--- src/core/sd_timing_params.svh ---
// Offsets, field positions, reset values and timing counts of the SD timing register bank
`ifndef SD_TIMING_PARAMS_SVH
`define SD_TIMING_PARAMS_SVH

// Register subaddresses
`define ADDR_MASTER_SYNC_TIMING 8'h8B
`define ADDR_SUBCARRIER_FREQ_BYTE0 8'h8C
`define ADDR_SUBCARRIER_FREQ_BYTE1 8'h8D
`define ADDR_SUBCARRIER_FREQ_BYTE2 8'h8E
`define ADDR_SUBCARRIER_FREQ_BYTE3 8'h8F
`define ADDR_SUBCARRIER_PHASE_HIGH 8'h90
`define ADDR_CAPTION_EVEN_LOW 8'h91
`define ADDR_CAPTION_EVEN_HIGH 8'h92
`define ADDR_CAPTION_ODD_LOW 8'h93
`define ADDR_CAPTION_ODD_HIGH 8'h94
`define ADDR_PEDESTAL_MASK_ODD_A 8'h95
`define ADDR_PEDESTAL_MASK_ODD_B 8'h96
`define ADDR_PEDESTAL_MASK_EVEN_A 8'h97

// Reset values
`define RST_MASTER_SYNC_TIMING 8'h00
`define RST_SUBCARRIER_FREQ_BYTE0 8'h1F
`define RST_SUBCARRIER_FREQ_BYTE1 8'h7C
`define RST_SUBCARRIER_FREQ_BYTE2 8'hF0
`define RST_SUBCARRIER_FREQ_BYTE3 8'h21
`define RST_BYTE_ZERO 8'h00
`define READ_UNMAPPED 8'h00

// Fields of master_sync_timing
`define HS_WIDTH_LSB 0
`define VS_DELAY_LSB 2
`define RISE_EXTRA_BIT 4
`define VS_WIDTH_LSB 4
`define PIX_ADJUST_LSB 6
`define PHASE_LSB_SRC_LSB 6

// Timing modes
`define TIMING_MODE_1 2'h1
`define TIMING_MODE_2 2'h2

// Pulse widths and delays, in pixel clock cycles
`define LEN_CODE0 8'h01
`define LEN_CODE1 8'h04
`define LEN_CODE2 8'h10
`define LEN_CODE3 8'h80
`define DLY_CODE0 10'h000
`define DLY_CODE1 10'h004
`define DLY_CODE2 10'h008
`define DLY_CODE3 10'h012

// Extra rising edge delay: time in microseconds, pixel rate in kHz, derived count
`define RISE_EXTRA_US 32
`define PIX_RATE_KHZ 27000
`define RISE_EXTRA_CYC ((`RISE_EXTRA_US * `PIX_RATE_KHZ) / 1000)

// Pedestal mask line range
`define PED_FIRST_LINE 10'h00A
`define PED_LAST_ODD 10'h019
`define PED_LAST_EVEN 10'h011

`endif

--- src/core/sd_timing_pkg.sv ---
// Types of the SD timing register bank and its sync generator
package sd_timing_pkg;

	typedef enum logic [2:0] {
		VS_IDLE = 3'b001,
		VS_WAIT = 3'b010,
		VS_ACTIVE = 3'b100
	} vs_state_t;

	typedef struct packed {
		vs_state_t vs_state;
		logic [9:0] vs_cnt;
		logic [7:0] hs_cnt;
		logic hsync_n;
		logic vsync_n;
	} sync_state_t;

	typedef struct packed {
		logic [7:0] timing;
		logic [7:0] fsc0;
		logic [7:0] fsc1;
		logic [7:0] fsc2;
		logic [7:0] fsc3;
		logic [7:0] phase_high;
		logic [7:0] cc_even_low;
		logic [7:0] cc_even_high;
		logic [7:0] cc_odd_low;
		logic [7:0] cc_odd_high;
		logic [7:0] ped_odd_a;
		logic [7:0] ped_odd_b;
		logic [7:0] ped_even_a;
		logic [7:0] rdata;
		logic [31:0] fsc_word;
		logic [9:0] fsc_phase;
		logic [15:0] cc_even;
		logic [15:0] cc_odd;
		logic ped_off;
		logic [23:0] pix_pipe;
		logic [7:0] pix_out;
	} bank_state_t;

endpackage

--- src/core/sd_sync_gen.sv ---
// Master-mode horizontal and vertical sync pulse generator
`timescale 1ns/1ps
`include "sd_timing_params.svh"

module sd_sync_gen (
	input wire logic sys_clk,
	input wire logic reset_n,
	input wire logic pix_en,
	input wire logic master_en,
	input wire logic line_start,
	input wire logic field_start,
	input wire logic [7:0] hs_len,
	input wire logic [9:0] vs_delay,
	input wire logic [7:0] vs_len,
	input wire logic vs_whole_line,
	output logic hsync_n,
	output logic vsync_n
);

	sd_timing_pkg::sync_state_t st_r;
	sd_timing_pkg::sync_state_t st_nxt;

	logic line_go;

	assign line_go = pix_en && line_start;

	always_comb begin
		st_nxt = st_r;
		if (!master_en) begin
			// Slave mode: the timing fields are ignored and nothing is driven active
			st_nxt.vs_state = sd_timing_pkg::VS_IDLE;
			st_nxt.vs_cnt = 10'h000;
			st_nxt.hs_cnt = 8'h00;
		end else begin
			if (line_go) begin
				st_nxt.hs_cnt = hs_len;
			end else if (pix_en && st_r.hs_cnt != 8'h00) begin
				st_nxt.hs_cnt = st_r.hs_cnt - 8'h01;
			end
			case (st_r.vs_state)
				sd_timing_pkg::VS_IDLE: begin
					if (line_go && field_start) begin
						if (vs_delay == 10'h000) begin
							st_nxt.vs_state = sd_timing_pkg::VS_ACTIVE;
							st_nxt.vs_cnt = {2'b00, vs_len};
						end else begin
							st_nxt.vs_state = sd_timing_pkg::VS_WAIT;
							st_nxt.vs_cnt = vs_delay;
						end
					end
				end
				sd_timing_pkg::VS_WAIT: begin
					if (pix_en) begin
						if (st_r.vs_cnt == 10'h001) begin
							st_nxt.vs_state = sd_timing_pkg::VS_ACTIVE;
							st_nxt.vs_cnt = {2'b00, vs_len};
						end else begin
							st_nxt.vs_cnt = st_r.vs_cnt - 10'h001;
						end
					end
				end
				sd_timing_pkg::VS_ACTIVE: begin
					// Outside mode 2 the pulse runs until the next line begins
					if (vs_whole_line) begin
						if (line_go) begin
							st_nxt.vs_state = sd_timing_pkg::VS_IDLE;
						end
					end else if (pix_en) begin
						if (st_r.vs_cnt == 10'h001) begin
							st_nxt.vs_state = sd_timing_pkg::VS_IDLE;
						end
						st_nxt.vs_cnt = st_r.vs_cnt - 10'h001;
					end
				end
				default: begin
					st_nxt.vs_state = sd_timing_pkg::VS_IDLE;
				end
			endcase
		end
		st_nxt.hsync_n = (st_nxt.hs_cnt == 8'h00);
		st_nxt.vsync_n = (st_nxt.vs_state != sd_timing_pkg::VS_ACTIVE);
	end

	always_ff @(posedge sys_clk or negedge reset_n) begin
		if (!reset_n) begin
			st_r <= '{vs_state: sd_timing_pkg::VS_IDLE, vs_cnt: 10'h000, hs_cnt: 8'h00,
				hsync_n: 1'b1, vsync_n: 1'b1};
		end else begin
			st_r <= st_nxt;
		end
	end

	assign hsync_n = st_r.hsync_n;
	assign vsync_n = st_r.vsync_n;

endmodule

--- src/core/sd_timing_subcarrier_regs.sv ---
// SD timing, subcarrier, closed caption and pedestal mask register bank
//
// How it works
// - Master hsync width from bits 1:0: 1, 4, 16 or 128 pixel clocks.
// - Sync timing fields in bits 5:0 act only when sync master is selected.
// - Vsync delayed after hsync by 0, 4, 8 or 18 pixel clocks.
// - Mode 1 only: bit 4 adds 32 us to the vsync rising delay.
// - Mode 2 only: bits 5:4 set vsync width 1, 4, 16 or 128.
// - Bits 7:6 shift hsync to pixel data alignment by 0 to 3 pixel clocks.
// - Subcarrier bytes reset to 1F, 7C, F0, 21 from lowest address.
// - Phase bits 9:2 come from a byte register resetting to zero.
// - Phase bits 1:0 come from bits 7:6 of the scale LSB register.
// - Two 16-bit caption payloads, even and odd field, reset to zero.
// - Odd field masks map lines 10 to 25; a one removes pedestal.
// - Even field mask maps lines 10 to 17; a one removes pedestal.
`timescale 1ns/1ps
`include "sd_timing_params.svh"

module sd_timing_subcarrier_regs (
	input wire logic sys_clk,
	input wire logic reset_n,
	input wire logic [7:0] reg_addr,
	input wire logic reg_wr,
	input wire logic [7:0] reg_wdata,
	output logic [7:0] reg_rdata,
	input wire logic sync_master,
	input wire logic [1:0] timing_mode,
	input wire logic [7:0] scale_lsb,
	input wire logic pix_en,
	input wire logic line_start,
	input wire logic field_start,
	input wire logic field_odd,
	input wire logic [9:0] line_num,
	input wire logic [7:0] pix_in,
	output logic [7:0] pix_out,
	output logic hsync_n,
	output logic vsync_n,
	output logic [31:0] subcarrier_freq,
	output logic [9:0] subcarrier_phase,
	output logic [15:0] caption_even,
	output logic [15:0] caption_odd,
	output logic pedestal_off
);

	////////////////////////////////////////////////////////////////////////////////
	// Code tables

	function automatic logic [7:0] pulse_len(input logic [1:0] code);
		logic [7:0] len;
		len = `LEN_CODE0;
		case (code)
			2'h1: len = `LEN_CODE1;
			2'h2: len = `LEN_CODE2;
			2'h3: len = `LEN_CODE3;
			default: len = `LEN_CODE0;
		endcase
		return len;
	endfunction

	function automatic logic [9:0] hv_delay(input logic [1:0] code);
		logic [9:0] dly;
		dly = `DLY_CODE0;
		case (code)
			2'h1: dly = `DLY_CODE1;
			2'h2: dly = `DLY_CODE2;
			2'h3: dly = `DLY_CODE3;
			default: dly = `DLY_CODE0;
		endcase
		return dly;
	endfunction

	////////////////////////////////////////////////////////////////////////////////
	// Register state

	sd_timing_pkg::bank_state_t st_r;
	sd_timing_pkg::bank_state_t st_nxt;

	logic [7:0] hs_len;
	logic [9:0] vs_delay;
	logic [7:0] vs_len;
	logic vs_whole_line;
	logic [15:0] ped_odd_mask;
	logic [9:0] ped_idx;
	logic [1:0] pix_adj;

	always_comb begin
		hs_len = pulse_len(st_r.timing[`HS_WIDTH_LSB +: 2]);
		vs_delay = hv_delay(st_r.timing[`VS_DELAY_LSB +: 2]);
		// Bit 4 serves two modes; each reading is used only in its own mode
		if (timing_mode == `TIMING_MODE_1 && st_r.timing[`RISE_EXTRA_BIT]) begin
			vs_delay = vs_delay + 10'(`RISE_EXTRA_CYC);
		end
		if (timing_mode == `TIMING_MODE_2) begin
			vs_len = pulse_len(st_r.timing[`VS_WIDTH_LSB +: 2]);
			vs_whole_line = 1'b0;
		end else begin
			vs_len = `LEN_CODE0;
			vs_whole_line = 1'b1;
		end
	end

	assign ped_odd_mask = {st_r.ped_odd_b, st_r.ped_odd_a};
	assign ped_idx = line_num - `PED_FIRST_LINE;
	assign pix_adj = st_r.timing[`PIX_ADJUST_LSB +: 2];

	always_comb begin
		st_nxt = st_r;

		// Register writes
		if (reg_wr) begin
			if (reg_addr == `ADDR_MASTER_SYNC_TIMING) begin
				st_nxt.timing = reg_wdata;
			end else if (reg_addr == `ADDR_SUBCARRIER_FREQ_BYTE0) begin
				st_nxt.fsc0 = reg_wdata;
			end else if (reg_addr == `ADDR_SUBCARRIER_FREQ_BYTE1) begin
				st_nxt.fsc1 = reg_wdata;
			end else if (reg_addr == `ADDR_SUBCARRIER_FREQ_BYTE2) begin
				st_nxt.fsc2 = reg_wdata;
			end else if (reg_addr == `ADDR_SUBCARRIER_FREQ_BYTE3) begin
				st_nxt.fsc3 = reg_wdata;
			end else if (reg_addr == `ADDR_SUBCARRIER_PHASE_HIGH) begin
				st_nxt.phase_high = reg_wdata;
			end else if (reg_addr == `ADDR_CAPTION_EVEN_LOW) begin
				st_nxt.cc_even_low = reg_wdata;
			end else if (reg_addr == `ADDR_CAPTION_EVEN_HIGH) begin
				st_nxt.cc_even_high = reg_wdata;
			end else if (reg_addr == `ADDR_CAPTION_ODD_LOW) begin
				st_nxt.cc_odd_low = reg_wdata;
			end else if (reg_addr == `ADDR_CAPTION_ODD_HIGH) begin
				st_nxt.cc_odd_high = reg_wdata;
			end else if (reg_addr == `ADDR_PEDESTAL_MASK_ODD_A) begin
				st_nxt.ped_odd_a = reg_wdata;
			end else if (reg_addr == `ADDR_PEDESTAL_MASK_ODD_B) begin
				st_nxt.ped_odd_b = reg_wdata;
			end else if (reg_addr == `ADDR_PEDESTAL_MASK_EVEN_A) begin
				st_nxt.ped_even_a = reg_wdata;
			end
		end

		// Read data follows the address one cycle later; foreign addresses read zero
		if (reg_addr == `ADDR_MASTER_SYNC_TIMING) begin
			st_nxt.rdata = st_r.timing;
		end else if (reg_addr == `ADDR_SUBCARRIER_FREQ_BYTE0) begin
			st_nxt.rdata = st_r.fsc0;
		end else if (reg_addr == `ADDR_SUBCARRIER_FREQ_BYTE1) begin
			st_nxt.rdata = st_r.fsc1;
		end else if (reg_addr == `ADDR_SUBCARRIER_FREQ_BYTE2) begin
			st_nxt.rdata = st_r.fsc2;
		end else if (reg_addr == `ADDR_SUBCARRIER_FREQ_BYTE3) begin
			st_nxt.rdata = st_r.fsc3;
		end else if (reg_addr == `ADDR_SUBCARRIER_PHASE_HIGH) begin
			st_nxt.rdata = st_r.phase_high;
		end else if (reg_addr == `ADDR_CAPTION_EVEN_LOW) begin
			st_nxt.rdata = st_r.cc_even_low;
		end else if (reg_addr == `ADDR_CAPTION_EVEN_HIGH) begin
			st_nxt.rdata = st_r.cc_even_high;
		end else if (reg_addr == `ADDR_CAPTION_ODD_LOW) begin
			st_nxt.rdata = st_r.cc_odd_low;
		end else if (reg_addr == `ADDR_CAPTION_ODD_HIGH) begin
			st_nxt.rdata = st_r.cc_odd_high;
		end else if (reg_addr == `ADDR_PEDESTAL_MASK_ODD_A) begin
			st_nxt.rdata = st_r.ped_odd_a;
		end else if (reg_addr == `ADDR_PEDESTAL_MASK_ODD_B) begin
			st_nxt.rdata = st_r.ped_odd_b;
		end else if (reg_addr == `ADDR_PEDESTAL_MASK_EVEN_A) begin
			st_nxt.rdata = st_r.ped_even_a;
		end else begin
			st_nxt.rdata = `READ_UNMAPPED;
		end

		// Assembled words, one cycle behind the byte registers
		st_nxt.fsc_word = {st_r.fsc3, st_r.fsc2, st_r.fsc1, st_r.fsc0};
		st_nxt.fsc_phase = {st_r.phase_high, scale_lsb[`PHASE_LSB_SRC_LSB +: 2]};
		st_nxt.cc_even = {st_r.cc_even_high, st_r.cc_even_low};
		st_nxt.cc_odd = {st_r.cc_odd_high, st_r.cc_odd_low};

		// Pedestal suppression for the current line; lines outside the masks keep it
		st_nxt.ped_off = 1'b0;
		if (line_num >= `PED_FIRST_LINE) begin
			if (field_odd && line_num <= `PED_LAST_ODD) begin
				st_nxt.ped_off = ped_odd_mask[ped_idx[3:0]];
			end else if (!field_odd && line_num <= `PED_LAST_EVEN) begin
				st_nxt.ped_off = st_r.ped_even_a[ped_idx[2:0]];
			end
		end

		// Pixel alignment: the common one-stage latency is the same for every code
		if (pix_en) begin
			st_nxt.pix_pipe = {st_r.pix_pipe[15:0], pix_in};
			if (pix_adj == 2'h0) begin
				st_nxt.pix_out = pix_in;
			end else if (pix_adj == 2'h1) begin
				st_nxt.pix_out = st_r.pix_pipe[7:0];
			end else if (pix_adj == 2'h2) begin
				st_nxt.pix_out = st_r.pix_pipe[15:8];
			end else begin
				st_nxt.pix_out = st_r.pix_pipe[23:16];
			end
		end
	end

	always_ff @(posedge sys_clk or negedge reset_n) begin
		if (!reset_n) begin
			st_r <= '{
				timing: `RST_MASTER_SYNC_TIMING,
				fsc0: `RST_SUBCARRIER_FREQ_BYTE0,
				fsc1: `RST_SUBCARRIER_FREQ_BYTE1,
				fsc2: `RST_SUBCARRIER_FREQ_BYTE2,
				fsc3: `RST_SUBCARRIER_FREQ_BYTE3,
				phase_high: `RST_BYTE_ZERO,
				cc_even_low: `RST_BYTE_ZERO,
				cc_even_high: `RST_BYTE_ZERO,
				cc_odd_low: `RST_BYTE_ZERO,
				cc_odd_high: `RST_BYTE_ZERO,
				ped_odd_a: `RST_BYTE_ZERO,
				ped_odd_b: `RST_BYTE_ZERO,
				ped_even_a: `RST_BYTE_ZERO,
				rdata: `READ_UNMAPPED,
				fsc_word: {`RST_SUBCARRIER_FREQ_BYTE3, `RST_SUBCARRIER_FREQ_BYTE2,
					`RST_SUBCARRIER_FREQ_BYTE1, `RST_SUBCARRIER_FREQ_BYTE0},
				fsc_phase: 10'h000,
				cc_even: 16'h0000,
				cc_odd: 16'h0000,
				ped_off: 1'b0,
				pix_pipe: 24'h000000,
				pix_out: 8'h00
			};
		end else begin
			st_r <= st_nxt;
		end
	end

	////////////////////////////////////////////////////////////////////////////////
	// Sync generation, gated by master mode

	sd_sync_gen u_sync (
		.sys_clk(sys_clk),
		.reset_n(reset_n),
		.pix_en(pix_en),
		.master_en(sync_master),
		.line_start(line_start),
		.field_start(field_start),
		.hs_len(hs_len),
		.vs_delay(vs_delay),
		.vs_len(vs_len),
		.vs_whole_line(vs_whole_line),
		.hsync_n(hsync_n),
		.vsync_n(vsync_n)
	);

	assign reg_rdata = st_r.rdata;
	assign subcarrier_freq = st_r.fsc_word;
	assign subcarrier_phase = st_r.fsc_phase;
	assign caption_even = st_r.cc_even;
	assign caption_odd = st_r.cc_odd;
	assign pedestal_off = st_r.ped_off;
	assign pix_out = st_r.pix_out;

endmodule

--- config.mk ---
export PLATFORM = sky130hd
export DESIGN_NAME = sd_timing_subcarrier_regs
export DESIGN_NICKNAME = d
export VERILOG_FILES = /design/src/core/sd_timing_pkg.sv /design/src/core/sd_sync_gen.sv /design/src/core/sd_timing_subcarrier_regs.sv
export VERILOG_INCLUDE_DIRS = /design/src /design/src/core
export SDC_FILE = /design/constraint.sdc
export NUM_CORES = 1
export LEC_CHECK = 0
export BUFFER_PORTS_ARGS = -buffer_cell sky130_fd_sc_hd__clkbuf_2
export CORE_MARGIN = 3
export CORE_UTILIZATION = 53
export DETAILED_ROUTE_END_ITERATION = 16
export GPL_ROUTABILITY_DRIVEN = 0
export PLACE_DENSITY_LB_ADDON = 0.3
export SLEW_MARGIN = 0
export SYNTH_ARGS = -nofsm -noshare
export SYNTH_HDL_FRONTEND = slang
export SYNTH_HIERARCHICAL = 1
export SYNTH_SLANG_ARGS = --single-unit
--- constraint.sdc ---
create_clock -name sys_clk -period 2.06 [get_ports sys_clk]
set_input_delay 0.515 -clock sys_clk [delete_from_list [all_inputs] [get_ports sys_clk]]
set_output_delay 0.515 -clock sys_clk [all_outputs]
set_load 0.005 [all_outputs]
==> results of run 1 <==
[final timing paths]
check                      cells past startpoint  slack, ns                       endpoint
max reg2reg                                    6      -0.03       u_sync/hsync_n$_DFF_PN1_
min in group asynchronous                      2       0.50    u_sync/st_r[16]$_DFFE_PN0P_
min                                            1       0.11  subcarrier_phase[1]$_DFF_PN0_
max                                            6      -0.03       u_sync/hsync_n$_DFF_PN1_
max in group asynchronous                      3       0.83  subcarrier_freq[23]$_DFF_PN1_
min reg2reg                                    0       0.38  subcarrier_freq[21]$_DFF_PN1_
[state kept, by name, summed over array words and instances (netlist names)]
| register | count |
|---|---|
| caption_even | 16 |
| caption_odd | 16 |
| ped_odd_mask | 16 |
| pedestal_off | 1 |
| pix_adj | 2 |
| pix_out | 8 |
| reg_rdata | 8 |
| st_nxt | 72 |
| st_r | 38 |
| subcarrier_freq | 32 |
| subcarrier_phase | 10 |
| u_sync/hsync_n | 1 |
| u_sync/st_r | 21 |
| u_sync/vsync_n | 1 |
[cell families after synthesis]
| family | Yosys count | synth area share |
|---|---|---|
| multiplexers | 178 | 0.194 |
| other | 1 | 0.000327 |
| buffers and inverters | 149 | 0.0819 |
| adder cells (fa/ha/maj) | 5 | 0.00545 |
| flip-flops | 242 | 0.531 |
| XOR/XNOR | 9 | 0.00686 |
| AND/OR/NAND/NOR | 180 | 0.0995 |
| AO/OA/AOI/OAI | 129 | 0.0804 |
[through the flow]
| stage | setup TNS (ns) | instance area, um2 |
|---|---|---|
| 2_1_floorplan | 0 | 11600 |
| 3_3_place_gp | -4.21 | 12600 |
| 3_5_place_dp | -6.00 | 12600 |
| 4_1_cts | -0.0421 | 13400 |
| 5_1_grt | -0.115 | 13500 |
| 6_report | -0.0334 | 13500 |
[per-layer routing]
metal / part of all wire / global-route usage / up-vias
li1: - / - / 3447
met5: 0.00050 / 0 / -
met2: 0.48 / 0.356 / 227
met1: 0.43 / 0.308 / 3818
met3: 0.051 / 0.0357 / 48
met4: 0.031 / 0.0670 / 2
[synthesized netlist by cell type, drive strengths merged, types with 3 or more instances]
master and count:
and2 5, inv 12, o31ai 5, a211oi 4
mux2 151, nor3b 6, nand4 10, a21o 9
nand3 4, o2bb2ai 3, dfrtp 207, a2bb2oi 3
clkbuf 23, a221oi 7, a21oi 25, o21ai 13
nor4 8, o221ai 6, or3b 3, nor4b 4
xor2 6, nand2b 7, xnor2 3, buf 114
o211ai 3, mux4 21, o32a 7, or4 6
and3 4, dfstp 35, nand2 34, o22ai 9
ha 5, a22oi 19, nor3 27, nor2 36
nor2b 14, mux2i 6
[repair_timing]
action,4_1_cts,5_1_grt
setup buffers,2,2
gates resized for setup,9,12
hold endpoints to repair,38,0
gates cloned,0,0
pin swaps,7,5
setup endpoints to repair,1,15
hold buffers,1,0
[power groups by stage]
| stage | registers (mW) | clock network, mW | logic, mW |
|---|---|---|---|
| detailed placement | 5.35 | 0 | 1.18 |
| finish | 5.27 | 4.38 | 1.24 |
| global route | 5.30 | 4.66 | 1.36 |
| floorplan | 5.27 | 0 | 0.802 |
| global placement | 5.33 | 0 | 1.15 |
| CTS | 5.27 | 4.48 | 1.23 |
[area by class of cell]
type | count | area [um2] | share of cell area
Clock inverter | 7 | 91.3 | 0.00677
Clock buffer | 39 | 708 | 0.0525
Tap cell | 275 | 344 | 0.0255
Inverter | 12 | 45.0 | 0.00334
Timing Repair Buffer | 236 | 1580 | 0.117
Sequential cell | 242 | 6100 | 0.452
Multi-Input combinational cell | 517 | 4620 | 0.342
[worst max-delay path, stage by stage (launching register included)]
cell and delay (ns):
dfrtp_1 0.40, buf_6 0.13, or4b_4 0.56, nand4_1 0.11
o211ai_1 0.10, or4_4 0.56, nor4_4 0.14
==> qor.csv, run 1 <==
stage;metric;value;unit
timing;Rel. slew slack;0.562;
synthesis;warnings from Yosys;6;
routing;initial DRC count;481;
synthesis;Synth Instances;893;
power;maximum vdd drop;521;uV
power;combinational share of power;0.114;
clock_network;total CTS buffers;25;
final_layout;share of layout cells above drive strength 1;0.498;
power;P_sw;2.58;mW
worst_setup_path;startpoint types;flop;
clock_network;CTS tree;yes;
power;Net Sw Frac;0.237;
worst_setup_path;WS Path Type;flop to flop;
min_path;Hold WC Path Type;input port to flop;
placement;pre-CTS setup slack;-0.195;ns
floorplan;Die H;153;um
synthesis;#FFs+latches synth;242;
min_path;Hold Startpoint;scale_lsb[7];
global_routing;first-pass GRT wire length;41700;um
global_routing;gr usage total;0.219;
timing;worst hold margin;0.108;ns
worst_setup_path;worst-path fanout max;4;
routing;DR pass1 iterations;4;
global_routing;largest net degree at the start of global routing;58;
synthesis;Unique masters post-synth;76;
final_layout;fill count;1590;
synthesis;post-synthesis cell area;11500;um2
floorplan;row cnt;53;
final_layout;final core occ;0.638;
timing;min cycle time layout;2.09;ns
floorplan;Die Footprint;23500;um2
floorplan;Initial Utilization;0.543;
floorplan;Die Wd;153;um
routing;vias per cell;5.68;
timing;Worst Tran Pin Value;0.658;ns
global_routing;vias in the first global route;7628;
synthesis;ys flop type;dfrtp_1;
clock_network;clock sink total;242;
placement;placed cell count;1277;
worst_setup_path;Critical Path Start;u_sync/st_r[3]$_DFF_PN0_;
synthesis;FFs w/ async S/R, synth;1.00;
floorplan;CORE AREA;21200;um2
final_layout;Final Non-Filler Cells;1328;
clock_network;Worst-path clk slew;0.06;ns
clock_network;H-tree levels;1;
routing;final routed DRC violation total;0;
final_layout;Nets;1091;
global_routing;Remaining Overflow, GRT;0;
routing;Post-Route WL;25800;um
power;Int Pwr;8.31;mW
synthesis;Yosys top cell area share;0.451;
worst_setup_path;Critical Path AT;2.52;ns
clock_network;clk root buf;clkbuf_16;
outcome;failing checks;negative setup slack;
routing;DR vias;7542;
power;power per cell area;807;nW/um2
final_layout;area grow syn2layout;17.5;%
timing;endpoints failing hold;0;
clock_network;clk buf depth;3;
synthesis;top cells by area, synth;dfrtp_1, mux2_2, dfstp_2;
clock_network;Clock Latency Late Sink;0.51;ns
worst_setup_path;Crit Reg-Reg Startpoint;u_sync/st_r[3]$_DFF_PN0_;
flow_run;MaxCap Viol Count;0;
timing;unrepaired setup endpoints after global routing;yes;
final_layout;Ant. Diodes;0;
placement;DP Wirelength;18100;um
timing;Clock Skew;0.00929;ns
synthesis;most area-hungry cell type in the Yosys netlist;dfrtp_1;
floorplan;# IOs;145;
power;clock power share;0.403;
outcome;status;finished with violations;
synthesis;register area share after synthesis;0.531;
timing;final setup vio count;1;
final_layout;commonest cells after routing, fill and taps aside;dfrtp_1, mux2_2, clkbuf_2;
power;Tot Pwr;10.9;mW
timing;final worst slack;-0.0334;ns
synthesis;syn avg cell area;12.9;um2
final_layout;commonest non-fill, non-tap cell in the layout;dfrtp_1;
power;Leak Pwr;6.47;nW
routing;post-DR wirelength/cell;19.4;um
timing;Final Cycle Share;1.02;
timing;fmax;478;MHz
power;Reg power frac;0.483;
worst_setup_path;Required @ worst endpoint;2.48;ns
global_routing;initial antenna violation count;1;
timing;max-slew violation count;0;
routing;ANT nets after route;0;
synthesis;Post-synth EDFFs;0;
worst_setup_path;CP Capture Type;flop;
placement;PortBufs;138;
Note: power is estimated with default switching activity, not from simulation.
==> run 2: changes to the inputs <==
- ABC_AREA: unset -> 1
- CTS_CLUSTER_DIAMETER: unset -> 80
==> qor.csv, run 2 <==
stage;metric;value;unit
outcome;status;completed;
timing;unrepaired setup endpoints after global routing;no;
worst_setup_path;WS Path Type;flop to flop;
timing;Final Cycle Share;0.919;
global_routing;Remaining Overflow, GRT;0;
global_routing;initial antenna violation count;0;
synthesis;Synth top cells by count;nand2_1, dfrtp_1, o21ai_0;
flow_run;MaxCap Viol Count;0;
timing;endpoints failing hold;0;
clock_network;Clock Latency Late Sink;0.54;ns
power;Leak Pwr;6.56;nW
routing;Post-Route WL;27600;um
clock_network;CTS tree;yes;
global_routing;vias in the first global route;8909;
final_layout;area grow syn2layout;13.0;%
floorplan;Die Wd;154;um
timing;Worst Tran Pin Value;0.692;ns
synthesis;register area share after synthesis;0.529;
power;Tot Pwr;10.7;mW
final_layout;fill count;1816;
clock_network;Worst-path clk slew;0.06;ns
floorplan;Initial Utilization;0.544;
timing;final setup vio count;0;
final_layout;commonest cells after routing, fill and taps aside;nand2_1, dfrtp_1, o21ai_0;
final_layout;design area;13000;um2
worst_setup_path;Required @ worst endpoint;2.48;ns
synthesis;post-synthesis cell area;11500;um2
final_layout;Ant. Diodes;0;
placement;PortBufs;138;
final_layout;Nets;1503;
min_path;hold endpoint;subcarrier_phase[1]$_DFF_PN0_;
final_layout;final core occ;0.614;
worst_setup_path;worst-path fanout max;7;
placement;placed cell count;1693;
routing;vias per cell;5.32;
routing;DR pass1 iterations;7;
synthesis;Synth Instances;1354;
power;maximum vdd drop;727;uV
synthesis;warnings from Yosys;6;
worst_setup_path;RR Endpoint;u_sync/st_r[22]$_DFF_PN0_;
clock_network;clk root buf;clkbuf_16;
timing;max-slew violation count;0;
placement;DP Wirelength;19400;um
global_routing;gr usage total;0.234;
routing;ANT nets after route;0;
global_routing;first-pass GRT wire length;45300;um
synthesis;top cells by area, synth;dfrtp_1, nand2_1, dfstp_2;
timing;min cycle time layout;1.89;ns
synthesis;Unique masters post-synth;41;
min_path;Hold Startpoint;scale_lsb[7];
routing;DR vias;9265;
synthesis;ys flop type;dfrtp_1;
final_layout;max reg flops;72;
worst_setup_path;CP Capture Type;flop;
synthesis;most instantiated library cell after synthesis;nand2_1;
min_path;Hold WC Path Type;input port to flop;
clock_network;H-tree levels;1;
floorplan;Die H;154;um
floorplan;# IOs;145;
worst_setup_path;Critical Path AT;2.32;ns
timing;Clock Skew;0.0198;ns
min_path;hold depth;1;
worst_setup_path;startpoint types;flop;
final_layout;share of layout cells above drive strength 1;0.218;
worst_setup_path;worst r2r path cells;10;
global_routing;largest net degree at the start of global routing;65;
synthesis;Yosys top cell area share;0.449;
worst_setup_path;Crit Reg-Reg Startpoint;u_sync/st_r[11]$_DFFE_PN0P_;
routing;final routed DRC violation total;0;
synthesis;syn avg cell area;8.52;um2
final_layout;commonest non-fill, non-tap cell in the layout;nand2_1;
synthesis;Post-synth EDFFs;0;
floorplan;CORE AREA;21200;um2
clock_network;clock sink total;242;
clock_network;total CTS buffers;25;
synthesis;most area-hungry cell type in the Yosys netlist;dfrtp_1;
final_layout;Final Non-Filler Cells;1740;
floorplan;Die Footprint;23600;um2
clock_network;clk buf depth;3;
timing;Rel. slew slack;0.538;
floorplan;row cnt;53;
synthesis;FFs w/ async S/R, synth;1.00;
routing;post-DR wirelength/cell;15.9;um
routing;initial DRC count;901;
worst_setup_path;worst reg-to-reg setup slack;0.17;ns
timing;fmax;528;MHz
power;power per cell area;823;nW/um2
placement;Post-DP Area;12200;um2
synthesis;#FFs+latches synth;242;
run 2: repair_timing:
action | in CTS | in global routing
hold buffers | 1 | 0
buffers inserted | 0 | 0
gates resized for setup | 0 | 1
endpoints found under the hold margin | 25 | 0
setup endpoints to repair | 0 | 1
run 2: worst max path at each step:
stage	slack, ns	to	depth (start not counted)	startpoint
final	0.17	u_sync/st_r[22]$_DFF_PN0_	10	u_sync/st_r[11]$_DFFE_PN0P_
after global routing	0.05	u_sync/st_r[22]$_DFF_PN0_	10	u_sync/st_r[11]$_DFFE_PN0P_
after CTS	0.20	u_sync/st_r[22]$_DFF_PN0_	10	u_sync/st_r[11]$_DFFE_PN0P_
after detailed placement	-0.05	st_nxt[73]$_DFFE_PN0P_	7	reg_addr[1]
after global placement	0.008	reg_rdata[3]$_DFF_PN0_	13	reg_addr[6]
after floorplan	0.30	ped_odd_mask[13]$_DFFE_PN0P_	9	reg_addr[7]
run 2: where the power goes:
group | total (mW) | internal [mW] | leakage [nW] | switching, mW
clock | 4.47 | 2.60 | 0.404 | 1.87
sequential | 5.24 | 5.06 | 3.06 | 0.188
combinational | 1.01 | 0.367 | 3.10 | 0.639
total | 10.7 | 8.02 | 6.56 | 2.70
run 2: metal layers:
metal	up-vias	global-route usage	part of all wire
li1	4444	-	-
met1	4407	0.330	0.43
met2	359	0.368	0.46
met3	55	0.0464	0.080
met4	0	0.0761	0.027
met5	-	0	0
run 2: per-stage QoR:
stage | TNS, ns | setup WS [ns] | hold slack [ns]
after detailed placement | -0.325 | -0.0477 | 0.366
final | 0 | 0.167 | 0.0874
after global placement | 0 | 0.00778 | 0.366
after global routing | 0 | 0.0473 | 0.0694
after floorplan | 0 | 0.299 | 0.219
after CTS | 0 | 0.196 | 0.0621
run 2: layout make-up:
class | count | area, um2 | area share
tap | 275 | 344 | 0.0264
timing repair buffer | 182 | 1130 | 0.0870
multi-input combinational | 867 | 4150 | 0.318
clock inverter | 11 | 106 | 0.00816
sequential | 242 | 6100 | 0.468
inverter | 128 | 480 | 0.0369
clock buffer | 35 | 723 | 0.0555
run 2: logic make-up (layout without fill, tap and decap cells):
kind of cell / count (synthesis) / in the layout / synth area share
other: 1 / 13 / 0.000325
flip-flops: 242 / 242 / 0.529
multiplexers: 7 / 7 / 0.00683
XOR/XNOR: 8 / 8 / 0.00607
buffers and inverters: 257 / 356 / 0.116
AND/OR/NAND/NOR: 624 / 624 / 0.235
adder cells (fa/ha/maj): 5 / 5 / 0.00542
AO/OA/AOI/OAI: 210 / 210 / 0.101
run 2: critical path: stages, from the launching register on:
cell     delay, ns
dfrtp_1       0.37
inv_1         0.13
ha_1          0.18
nand2_2       0.07
nor3_4        0.30
nand3_2       0.21
or2_4         0.28
nand3_2       0.06
nand3_2       0.06
nand2_2       0.08
inv_2         0.03
